<file path="config.mk">
export PLATFORM = sky130hd
export DESIGN_NAME = dma_exclusion_vector_check
export DESIGN_NICKNAME = d
export VERILOG_FILES = /design/src/dev_pkg.sv /design/src/dev_cache_mem.sv /design/src/dma_exclusion_vector_check.sv
export SDC_FILE = /design/constraint.sdc
export NUM_CORES = 2
export LEC_CHECK = 0
export ABC_AREA = 0
export BUFFER_PORTS_ARGS = -buffer_cell sky130_fd_sc_hd__buf_2
export CAP_MARGIN = 30
export CORE_MARGIN = 2
export CORE_UTILIZATION = 30
export CTS_BUF_LIST = sky130_fd_sc_hd__clkbuf_2 sky130_fd_sc_hd__clkbuf_4 sky130_fd_sc_hd__clkbuf_8
export DETAILED_ROUTE_END_ITERATION = 8
export PLACE_DENSITY = 0.44
export SLEW_MARGIN = 20
export SYNTH_ARGS = -nofsm -noshare
export SYNTH_HDL_FRONTEND = slang
export SYNTH_SLANG_ARGS = --single-unit
</file>
<file path="constraint.sdc">
create_clock -name clk -period 6.34 [get_ports clk]
set_input_delay 0.317 -clock clk [delete_from_list [all_inputs] [get_ports clk]]
set_output_delay 0.317 -clock clk [all_outputs]
set_load 0.03 [all_outputs]
</file>
<file path="src/dev_pkg.sv">
// Purpose: constants and carrier types for the dma exclusion vector checker
// Assumes: 32-bit configuration words, 40-bit physical addresses
// Notes: cfg and dma request formats are packed here so the checker and the bench share them
// Functional notes
// [RL1] every table bit governs exactly one 4KB page of physical space
// [RL2] lowest page is bit 0 of byte at base, then upward in bit, byte order
// [RL3] a set page bit refuses the dma access and answers with master abort
// [RL4] the page check covers dma to system memory and to memory-mapped io
// [RL5] several domains, each with its own table, chosen by request source
// [RL6] fetched table bytes are cached per domain to save memory reads
// [RL7] select function field picks one of eight indirect regs, index picks instance
// [RL8] software writes select first, then reads or writes the data port
// [RL9] header reads fixed id, zero next pointer and zero block type, all read-only
// [RL10] header shows irq reporting absent (bit 21) and machine check present (bit 20)
// [RL11] software writes only 00h..07h into function field bits 15:8
// [RL12] index stays below domain count, or map total for the map register
// [RL13] without virtualization support header, select, port and indirect regs are reserved
// [RL14] table base is low register bits 31:12 joined with high register bits
// [RL15] size field 6:2 covers 4GB times 2^size with 128KB times 2^size table
// [RL16] protect bit 1 clear allows out-of-range dma, set blocks it
// [RL17] enable bit 0 set uses the table, clear allows every access of the domain
// [RL18] one low base register per domain, selected by index, reset to zero
// [RL19] software keeps tables wholly in non-cacheable or write-through system memory
// [RL20] high base register holds base bits 39:32 in its low byte
// [RL21] a source matching no map entry is checked against domain zero
// [RL22] domain count reads as constant 08h, fixing base register instances
// [RL23] byte is base plus page/8, tested bit is page mod 8
// [RL24] address out of range when its page passes the table's bit count
package dev_pkg;
	// ----------------------------------------
	// register offsets and header
	// ----------------------------------------
	localparam logic [7:0] OFS_HEADER = 8'hf0;
	localparam logic [7:0] OFS_SELECT = 8'hf4;
	localparam logic [7:0] OFS_DATA = 8'hf8;
	localparam logic [7:0] CAP_IDENTIFIER = 8'h0f;
	localparam logic [7:0] NEXT_CAP_POINTER = 8'h00;
	localparam logic [2:0] CAP_BLOCK_TYPE = 3'h0;
	localparam logic IRQ_REPORT_CAPABLE = 1'b0;
	localparam logic MACHINE_CHECK_REPORT_CAPABLE = 1'b1;
	localparam logic [31:0] HEADER_VALUE = {10'h000, IRQ_REPORT_CAPABLE,
		MACHINE_CHECK_REPORT_CAPABLE, 1'b0, CAP_BLOCK_TYPE, NEXT_CAP_POINTER, CAP_IDENTIFIER};
	localparam logic [15:0] SELECT_MASK = 16'hffff;
	// ----------------------------------------
	// indirect registers
	// ----------------------------------------
	localparam logic [7:0] FN_BASE_LOW = 8'h00;
	localparam logic [7:0] FN_BASE_HIGH = 8'h01;
	localparam logic [7:0] FN_MAP = 8'h02;
	localparam logic [7:0] FN_CAPS = 8'h03;
	localparam int DOMAINS = 8;
	localparam int UNIT_MAPS = 4;
	localparam int REQ_MAPS = 8;
	localparam int MAPS = UNIT_MAPS + REQ_MAPS;
	localparam logic [7:0] DOMAIN_COUNT = 8'h08;
	localparam logic [7:0] UNIT_MAP_COUNT = 8'h04;
	localparam logic [7:0] REQUESTER_MAP_COUNT = 8'h08;
	localparam logic [7:0] CAP_REVISION = 8'h01;
	localparam logic [31:0] CAPS_VALUE = {REQUESTER_MAP_COUNT, UNIT_MAP_COUNT,
		DOMAIN_COUNT, CAP_REVISION};
	localparam logic [31:0] BASE_LOW_MASK = 32'hffff_f07f;
	localparam logic [31:0] BASE_HIGH_MASK = 32'h0000_00ff;
	localparam logic [31:0] UNIT_MAP_MASK = 32'h1c7f_ffff;
	localparam logic [31:0] REQ_MAP_MASK = 32'hffff_1c01;
	localparam logic [31:0] WORD_RESET = 32'h0000_0000;
	// ----------------------------------------
	// field positions
	// ----------------------------------------
	localparam int BASE_LSB = 12;
	localparam int SIZE_MSB = 6;
	localparam int SIZE_LSB = 2;
	localparam int PROTECT_BIT = 1;
	localparam int ENABLE_BIT = 0;
	localparam int PAGE_SHIFT = 12;
	localparam int BYTE_BITS = 3;
	localparam logic [5:0] REGION_PAGE_BITS = 6'h14;
	localparam int U_DOM1_LSB = 26;
	localparam int U_DOM0_LSB = 20;
	localparam int U_BUS_LSB = 12;
	localparam int U_VALID1 = 11;
	localparam int U_UNIT1_LSB = 6;
	localparam int U_VALID0 = 5;
	localparam int U_UNIT0_LSB = 0;
	localparam int R_RID_LSB = 16;
	localparam int R_DOM_LSB = 10;
	localparam int R_VALID = 0;
	localparam int ADDR_W = 40;
	localparam int PAGE_W = ADDR_W - PAGE_SHIFT;
	// ----------------------------------------
	// types
	// ----------------------------------------
	typedef logic [2:0] dom_t;
	typedef enum logic [1:0] {
		ST_IDLE,
		ST_LOOK,
		ST_FETCH
	} fsm_e;
	typedef struct packed {
		logic wr;
		logic rd;
		logic [7:0] addr;
		logic [31:0] wdata;
	} cfg_req_s;
	typedef struct packed {
		logic valid;
		logic [7:0] bus;
		logic [4:0] unit;
		logic [15:0] rid;
		logic [ADDR_W-1:0] addr;
	} dma_req_s;
	typedef struct packed {
		logic [ADDR_W-1:0] tag;
		logic [7:0] data;
	} cache_line_s;
endpackage

</file>
<file path="src/dev_cache_mem.sv">
// Purpose: per-domain cache of the last fetched table byte
// Assumes: one write and one read port on the same clock
// Notes: read data is registered, one cycle after the address
`timescale 1ns/100ps
`default_nettype none
module dev_cache_mem (
	// clock
	input wire logic clk,
	// write port
	input wire logic we,
	input wire dev_pkg::dom_t waddr,
	input wire dev_pkg::cache_line_s wdata,
	// read port
	input wire dev_pkg::dom_t raddr,
	output dev_pkg::cache_line_s rdata
);
	dev_pkg::cache_line_s mem [dev_pkg::DOMAINS];

	always_ff @(posedge clk) begin
		if (we) begin
			mem[waddr] <= wdata;
		end
		rdata <= mem[raddr];
	end
endmodule // dev_cache_mem
`default_nettype wire

</file>
<file path="src/dma_exclusion_vector_check.sv">
// Purpose: checks external dma requests against per-domain page tables
// Assumes: register port and memory read port are synchronous to clk
// Notes: violations raise a machine-check pulse; there is no interrupt
`timescale 1ns/100ps
`default_nettype none
module dma_exclusion_vector_check (
	// clock and reset
	input wire logic clk,
	input wire logic resetn,
	// strap
	input wire logic virtualization_supported,
	// configuration port
	input wire dev_pkg::cfg_req_s cfg,
	output logic [31:0] cfg_rdata,
	output logic cfg_rvalid,
	// dma request and answer
	input wire dev_pkg::dma_req_s dma,
	output logic req_ready,
	output logic resp_valid,
	output logic resp_abort,
	output logic machine_check_event,
	// table memory reads
	output logic mem_rd_req,
	output logic [dev_pkg::ADDR_W-1:0] mem_rd_addr,
	input wire logic mem_rd_valid,
	input wire logic [7:0] mem_rd_data
);
	// ----------------------------------------
	// state
	// ----------------------------------------
	typedef struct packed {
		dev_pkg::fsm_e fsm;
		logic [15:0] sel;
		logic [dev_pkg::DOMAINS-1:0][31:0] base_lo;
		logic [dev_pkg::DOMAINS-1:0][7:0] base_hi;
		logic [dev_pkg::MAPS-1:0][31:0] maps;
		logic [dev_pkg::DOMAINS-1:0] cache_ok;
		dev_pkg::dom_t dom;
		logic [dev_pkg::PAGE_W-1:0] page;
		logic [dev_pkg::ADDR_W-1:0] byte_addr;
		logic [31:0] rdata;
		logic rvalid;
		logic ready;
		logic resp_valid;
		logic resp_abort;
		logic mce;
		logic mem_req;
	} state_s;

	state_s st_reg;
	state_s st_next;
	dev_pkg::cache_line_s cache_rd;
	dev_pkg::cache_line_s cache_wr;
	logic cache_we;
	dev_pkg::dom_t cache_raddr;

	// ----------------------------------------
	// helpers
	// ----------------------------------------
	// true when the selected index names an existing instance
	function automatic logic inst_ok(input logic [7:0] fn, input logic [7:0] idx);
		logic ok;
		ok = 1'b1;
		case (fn)
			dev_pkg::FN_BASE_LOW, dev_pkg::FN_BASE_HIGH: ok = idx < dev_pkg::DOMAIN_COUNT;
			dev_pkg::FN_MAP: ok = idx < (dev_pkg::UNIT_MAP_COUNT + dev_pkg::REQUESTER_MAP_COUNT);
			default: ok = 1'b1;
		endcase
		return ok;
	endfunction

	// domain of a request; requester-id entries override unit-id entries
	function automatic dev_pkg::dom_t resolve_dom(input state_s s, input dev_pkg::dma_req_s r);
		dev_pkg::dom_t d;
		logic [31:0] m;
		d = '0; // RL21
		for (int i = 0; i < dev_pkg::UNIT_MAPS; i++) begin
			m = s.maps[i];
			if (m[dev_pkg::U_BUS_LSB +: 8] == r.bus) begin
				if (m[dev_pkg::U_VALID0] && m[dev_pkg::U_UNIT0_LSB +: 5] == r.unit) begin
					d = m[dev_pkg::U_DOM0_LSB +: 3]; // RL5
				end
				if (m[dev_pkg::U_VALID1] && m[dev_pkg::U_UNIT1_LSB +: 5] == r.unit) begin
					d = m[dev_pkg::U_DOM1_LSB +: 3]; // RL5
				end
			end
		end
		for (int i = dev_pkg::UNIT_MAPS; i < dev_pkg::MAPS; i++) begin
			m = s.maps[i];
			if (m[dev_pkg::R_VALID] && m[dev_pkg::R_RID_LSB +: 16] == r.rid) begin
				d = m[dev_pkg::R_DOM_LSB +: 3]; // RL5
			end
		end
		return d;
	endfunction

	// byte address holding the bit of a page in a domain's table
	function automatic logic [dev_pkg::ADDR_W-1:0] table_byte(input state_s s,
		input dev_pkg::dom_t d, input logic [dev_pkg::PAGE_W-1:0] p);
		logic [dev_pkg::ADDR_W-1:0] base;
		base = {s.base_hi[d], s.base_lo[d][31:dev_pkg::BASE_LSB],
			{dev_pkg::BASE_LSB{1'b0}}}; // RL14 RL20
		return base + {{(dev_pkg::ADDR_W - dev_pkg::PAGE_W + dev_pkg::BYTE_BITS){1'b0}},
			p[dev_pkg::PAGE_W-1:dev_pkg::BYTE_BITS]}; // RL23
	endfunction

	// ----------------------------------------
	// decoded fields of the current domain
	// ----------------------------------------
	logic [31:0] cur_lo;
	logic cur_enable;
	logic cur_protect;
	logic [5:0] cur_shift;
	logic cur_out;
	logic [dev_pkg::ADDR_W-1:0] cur_byte;
	logic cache_hit;
	logic [7:0] fn;
	logic [7:0] idx;
	logic sel_ok;

	always_comb begin
		cur_lo = st_reg.base_lo[st_reg.dom];
		cur_enable = cur_lo[dev_pkg::ENABLE_BIT];
		cur_protect = cur_lo[dev_pkg::PROTECT_BIT];
		// table of 2^(20+size) bits covers 4GB * 2^size
		cur_shift = dev_pkg::REGION_PAGE_BITS
			+ {1'b0, cur_lo[dev_pkg::SIZE_MSB:dev_pkg::SIZE_LSB]}; // RL15
		cur_out = (st_reg.page >> cur_shift) != '0; // RL24
		cur_byte = table_byte(st_reg, st_reg.dom, st_reg.page);
		cache_hit = st_reg.cache_ok[st_reg.dom] && cache_rd.tag == cur_byte; // RL6
		fn = st_reg.sel[15:8];
		idx = st_reg.sel[7:0];
		sel_ok = inst_ok(fn, idx);
	end

	// ----------------------------------------
	// next state
	// ----------------------------------------
	always_comb begin
		st_next = st_reg;
		st_next.rvalid = 1'b0;
		st_next.resp_valid = 1'b0;
		st_next.resp_abort = 1'b0;
		st_next.mce = 1'b0;
		st_next.mem_req = 1'b0;
		cache_we = 1'b0;
		cache_wr = '{tag: st_reg.byte_addr, data: mem_rd_data};
		cache_raddr = st_reg.dom;

		// register reads; everything is reserved without virtualization
		if (cfg.rd) begin
			st_next.rvalid = 1'b1;
			st_next.rdata = dev_pkg::WORD_RESET;
			if (virtualization_supported) begin // RL13
				case (cfg.addr)
					dev_pkg::OFS_HEADER: st_next.rdata = dev_pkg::HEADER_VALUE; // RL9 RL10
					dev_pkg::OFS_SELECT: st_next.rdata = {16'h0000, st_reg.sel};
					dev_pkg::OFS_DATA: begin
						if (sel_ok) begin
							case (fn) // RL7
								dev_pkg::FN_BASE_LOW: st_next.rdata = st_reg.base_lo[idx[2:0]];
								dev_pkg::FN_BASE_HIGH: st_next.rdata = {24'h00_0000,
									st_reg.base_hi[idx[2:0]]};
								dev_pkg::FN_MAP: st_next.rdata = st_reg.maps[idx[3:0]];
								dev_pkg::FN_CAPS: st_next.rdata = dev_pkg::CAPS_VALUE; // RL22
								default: st_next.rdata = dev_pkg::WORD_RESET;
							endcase
						end
					end
					default: st_next.rdata = dev_pkg::WORD_RESET;
				endcase
			end
		end

		// register writes
		if (cfg.wr && virtualization_supported) begin // RL13
			if (cfg.addr == dev_pkg::OFS_SELECT) begin
				st_next.sel = cfg.wdata[15:0] & dev_pkg::SELECT_MASK; // RL7
			end else if (cfg.addr == dev_pkg::OFS_DATA && sel_ok) begin
				case (fn)
					dev_pkg::FN_BASE_LOW: begin
						st_next.base_lo[idx[2:0]] = cfg.wdata & dev_pkg::BASE_LOW_MASK; // RL18
						st_next.cache_ok = '0;
					end
					dev_pkg::FN_BASE_HIGH: begin
						st_next.base_hi[idx[2:0]] = cfg.wdata[7:0]; // RL20
						st_next.cache_ok = '0;
					end
					dev_pkg::FN_MAP: begin
						st_next.maps[idx[3:0]] = cfg.wdata & ((idx < dev_pkg::UNIT_MAP_COUNT)
							? dev_pkg::UNIT_MAP_MASK : dev_pkg::REQ_MAP_MASK);
					end
					default: st_next.sel = st_reg.sel;
				endcase
			end
		end

		// dma checking; memory and mmio targets are treated alike
		case (st_reg.fsm)
			dev_pkg::ST_IDLE: begin
				if (dma.valid && st_reg.ready) begin
					st_next.dom = resolve_dom(st_reg, dma);
					st_next.page = dma.addr[dev_pkg::ADDR_W-1:dev_pkg::PAGE_SHIFT]; // RL1 RL4
					cache_raddr = st_next.dom;
					st_next.fsm = dev_pkg::ST_LOOK;
				end
			end
			dev_pkg::ST_LOOK: begin
				st_next.byte_addr = cur_byte;
				if (!cur_enable) begin
					st_next.resp_valid = 1'b1; // RL17
					st_next.fsm = dev_pkg::ST_IDLE;
				end else if (cur_out) begin
					st_next.resp_valid = 1'b1;
					st_next.resp_abort = cur_protect; // RL16
					st_next.mce = cur_protect;
					st_next.fsm = dev_pkg::ST_IDLE;
				end else if (cache_hit) begin
					st_next.resp_valid = 1'b1;
					st_next.resp_abort = cache_rd.data[st_reg.page[2:0]]; // RL2 RL3
					st_next.mce = cache_rd.data[st_reg.page[2:0]];
					st_next.fsm = dev_pkg::ST_IDLE;
				end else begin
					st_next.mem_req = 1'b1;
					st_next.fsm = dev_pkg::ST_FETCH;
				end
			end
			dev_pkg::ST_FETCH: begin
				if (mem_rd_valid) begin
					cache_we = 1'b1; // RL6
					// a base rewrite in the same cycle leaves the line invalid
					if (!(cfg.wr && virtualization_supported && cfg.addr == dev_pkg::OFS_DATA
						&& (fn == dev_pkg::FN_BASE_LOW || fn == dev_pkg::FN_BASE_HIGH))) begin
						st_next.cache_ok[st_reg.dom] = 1'b1;
					end
					st_next.resp_valid = 1'b1;
					st_next.resp_abort = mem_rd_data[st_reg.page[2:0]]; // RL2 RL3
					st_next.mce = mem_rd_data[st_reg.page[2:0]];
					st_next.fsm = dev_pkg::ST_IDLE;
				end
			end
			default: st_next.fsm = dev_pkg::ST_IDLE;
		endcase
		st_next.ready = st_next.fsm == dev_pkg::ST_IDLE;
	end

	// ----------------------------------------
	// registers
	// ----------------------------------------
	always_ff @(posedge clk) begin
		if (!resetn) begin
			st_reg <= '0; // RL18
			st_reg.fsm <= dev_pkg::ST_IDLE;
		end else begin
			st_reg <= st_next;
		end
	end

	dev_cache_mem u_cache (
		.clk(clk),
		.we(cache_we),
		.waddr(st_reg.dom),
		.wdata(cache_wr),
		.raddr(cache_raddr),
		.rdata(cache_rd)
	);

	assign cfg_rdata = st_reg.rdata;
	assign cfg_rvalid = st_reg.rvalid;
	assign req_ready = st_reg.ready;
	assign resp_valid = st_reg.resp_valid;
	assign resp_abort = st_reg.resp_abort;
	assign machine_check_event = st_reg.mce;
	assign mem_rd_req = st_reg.mem_req;
	assign mem_rd_addr = st_reg.byte_addr;
endmodule // dma_exclusion_vector_check
`default_nettype wire

</file>
==> qor.yml <==
place:
  dp_hpwl_mm: 136
  port-buffer-count: 189
  gpl.final_weighted_congestion: 0.887
  place_ws_ps: 840
  placed_area_um2: 60000
setup_path:
  data_required_critical_path_ps: 7170
  cp-start-kind: "flip-flop"
  reg2reg_setup_slack_ps: 770
  worstPathBufferInverterCount: 1
  worst-r2r-cell-count: 15
  delay_of_the_slowest_critical_path_stage_ps: 670
  timing.rr.start: "st_reg[106]"
  crit_slowest_cell: "o21ai_0"
  arrival_ps: 6410
  cpLargestDelayFamily: "simple AND/OR/NAND/NOR gates"
  worstSetupPathType: "reg2reg"
  timing.critical_path.to_type: "flip-flop"
  timing.critical_path.cells: "and3b_1, a221oi_1, nand3_1, ha_1, o21ai_0, o2111ai_1, nand3_1, buf_4, o21ai_0, nand4_1, and3_1, or4b_4, nor3_2, nor3_1, o211a_1"
  worst-path-max-fanout: 19
  r2r_end: "st_reg[838]"
synth:
  async_reset_ff_share_pct: 0
  synth.yosys.warnings: 0
  leading_cell_type_by_number_of_instances_after_synthesis: "nand2_1"
  post-synth-top-area-fraction_pct: 29.7
  ys_top_cells_by_count: "1194 x nand2_1, 846 x dfxtp_1, 626 x a21oi_1"
  syn_nets: 5944
  area_of_the_mapped_netlist_um2: 57100
  netlist.top_cell.by_area: "dfxtp_1"
  synth.lib_cells_used.distinct: 100
  syn_inst: 5802
  synth.top_cells.by_area: "dfxtp_1 30%, edfxtp_1 20%, nand2_1 7.8%, mux4_2 7.2%, a21oi_1 5.5%"
  yosys_register_bits: 1230
  post_synth_edffs: 384
  yosys_most_used_dff: "dfxtp_1"
  seq_area_frac_synth_pct: 49.9
  postSynthAreaPerCell_um2: 9.84
route:
  viasPerCell: 5.30
  route.detailed.drc: 0
  detail_route.first_pass.iterations: 5
  routed_wl_mm: 216
  drt.antenna.violating_nets: 0
  initialDrtViolationCount: 4056
  vias: 45400
  wl_per_cell_um: 25.3
timing:
  rsz0062_at_grt: "false"
  finalWorstPathRequiredPeriod_ps: 5570
  post-route-worst-setup-slack_ps: 768
  setup_viol: 0
  timing.clock.skew_ps: 64.0
  hold-worst-slack_ps: 118
  maxClockFrequency_mhz: 179
  tightestPinTransition_ps: 1120
  timing.final.crit_share_pct: 87.9
  timing.final.max_slew_violations: 0
  total_negative_setup_slack_ps: 0
  maxSlewHeadroom_pct: 25.4
  timing.final.hold_violations: 0
clock_network:
  number_of_clock_buffers_inserted_by_tritoncts: 219
  clock_tree.buffer_depth: 3
  clkSlewWorstSetupHoldPaths_ps: 60
  clk-insertion-delay-late_ps: 980
  cts-root-buf: "clkbuf_8"
  h-tree-depth: 4
  cts_sink_count: 1230
  postCtsSetupBuffers: 0
  cts_tree: "built"
  cts.repair.resized: 0
power:
  power_switching_share_pct: 25.8
  power.sequential.fraction_pct: 46.7
  power.share.clock_pct: 45.1
  worst_case_vdd_ir_drop_uv: 166
  static-leakage-power_uw: 0.0224
  fin_total_pwr_uw: 17700
  power.combinational.fraction_pct: 8.2
  p_sw_uw: 4580
  cellPowerDensity_nw_per_um2: 270
  cell_internal_pwr_uw: 13200
final_layout:
  layout-area-overhead-vs-synth_pct: 14.9
  share_of_cells_above_drive_strength_1_pct: 17.2
  footprint_of_the_multi_input_gates_um2: 26000
  fillers: 19200
  area.sequential_um2: 28500
  finalInstanceArea_um2: 65600
  layout.nets: 6003
  largest_register_ff_count: 705
global_routing:
  globalRouteOverflowTotal: 0
  first_global_vias: 44300
  grt_pass1_wl_mm: 314
  grt_antenna_before_repair: 9
  grt.total_usage_pct: 21.8
  maximum_number_of_pins_on_one_net_before_global_route_repair: 177
die:
  die_width_um: 440
  die-height_um: 440
  initial_core_util_pct: 30.1
  floorplan.die_area_um2: 194000
  core_area_um2: 190000
  floorplan.io_pins: 202
  std_cell_rows: 160
min_path:
  holdCritStartpoint: "cfg[32]"
  holdPathEnd: "cfg_rdata[3]"
  min_path_type: "in2reg"
  hold_depth: 8
run_status:
  run_status: "finished clean"
flow_run:
  cap_viol_max_count: 0
-- cell usage in the layout, fill, tap and decap left out, types with 18 or more instances in the layout --
| master | count |
|---|---|
| nand2_1 | 1179 |
| a211oi_1 | 63 |
| and3_1 | 132 |
| o21ai_0 | 71 |
| xor2_1 | 151 |
| a21oi_1 | 626 |
| mux2i_1 | 157 |
| clkbuf_8 | 268 |
| inv_1 | 71 |
| clkbuf_4 | 86 |
| a2111oi_0 | 68 |
| nor3_1 | 86 |
| o21a_1 | 53 |
| xnor2_1 | 111 |
| nand3_1 | 141 |
| clkinv_1 | 22 |
| a221oi_1 | 29 |
| nand4_1 | 37 |
| o32ai_1 | 49 |
| nor4_1 | 47 |
| nor2b_1 | 19 |
| dlygate4sd3_1 | 78 |
| mux2_2 | 63 |
| a22oi_1 | 75 |
| mux4_2 | 183 |
| nor2_1 | 285 |
| buf_4 | 99 |
| buf_2 | 189 |
| a2111oi_1 | 26 |
| buf_12 | 18 |
| clkinv_2 | 20 |
| edfxtp_1 | 384 |
| dfxtp_1 | 839 |
-- kinds of logic (layout without fill, tap and decap cells) --
family / after synthesis / in the layout / synth area share, %
buf+inv: 627 / 871 / 4.98
flops: 1230 / 1230 / 49.9
compound gates: 1193 / 1193 / 13.4
xor+xnor: 266 / 266 / 4.18
mux: 403 / 403 / 11.2
simple gates: 2065 / 2065 / 15.9
other cells: 0 / 4 / 0
fa+ha+maj: 18 / 18 / 0.408
-- through the flow --
step                      utilization (%)  std cells
after floorplan                         -       5802
after global placement               31.6       8060
after detailed placement             31.7       8069
after CTS                            34.6       8553
after global routing                 34.6       8559
final                                34.6       8561
-- layer usage --
layer	global-route usage, %	share of wire, %
met1	29.0	43
met4	8.04	3.5
met3	3.70	5.9
met2	35.5	47
met5	0	0.025
-- how the worst max path moves through the flow --
stage	start	to	depth (start not counted)
floorplan	st_reg[108]	st_reg[838]	22
global placement	st_reg[106]	st_reg[838]	15
detailed placement	st_reg[106]	st_reg[838]	15
CTS	st_reg[106]	st_reg[838]	15
global route	st_reg[106]	st_reg[838]	15
finish	st_reg[106]	st_reg[838]	15
-- timing repair --
action                                 in CTS  in global routing
hold buffers                               78                  0
setup endpoints to repair                   0                  0
endpoints found under the hold margin     687                  0
-- cell type report --
cell class	instances	area share (%)
antenna	4	0.0153
clock buffer	353	6.60
clock inverter	53	0.599
inverter	75	0.441
multi-input combinational	3945	39.7
sequential	1230	43.4
tap	2511	4.79
timing repair buffer	390	4.45
-- power groups by stage --
stage	Combinational (uW)	Sequential, uW	Clock [uW]
after floorplan	874	8400	0
after global placement	1390	8450	0
after detailed placement	1400	8450	0
after CTS	1450	8290	8210
after global routing	1530	8290	8560
final	1450	8280	8000
-- worst reg2reg max path: cells and delay by family (launching register included) --
family	cells	cell delay, ps
simple gates	8	2350
compound gates	5	1730
flops	1	660
fa+ha+maj	1	530
buf+inv	1	190
No activity file was read; power rests on OpenSTA's default activity.
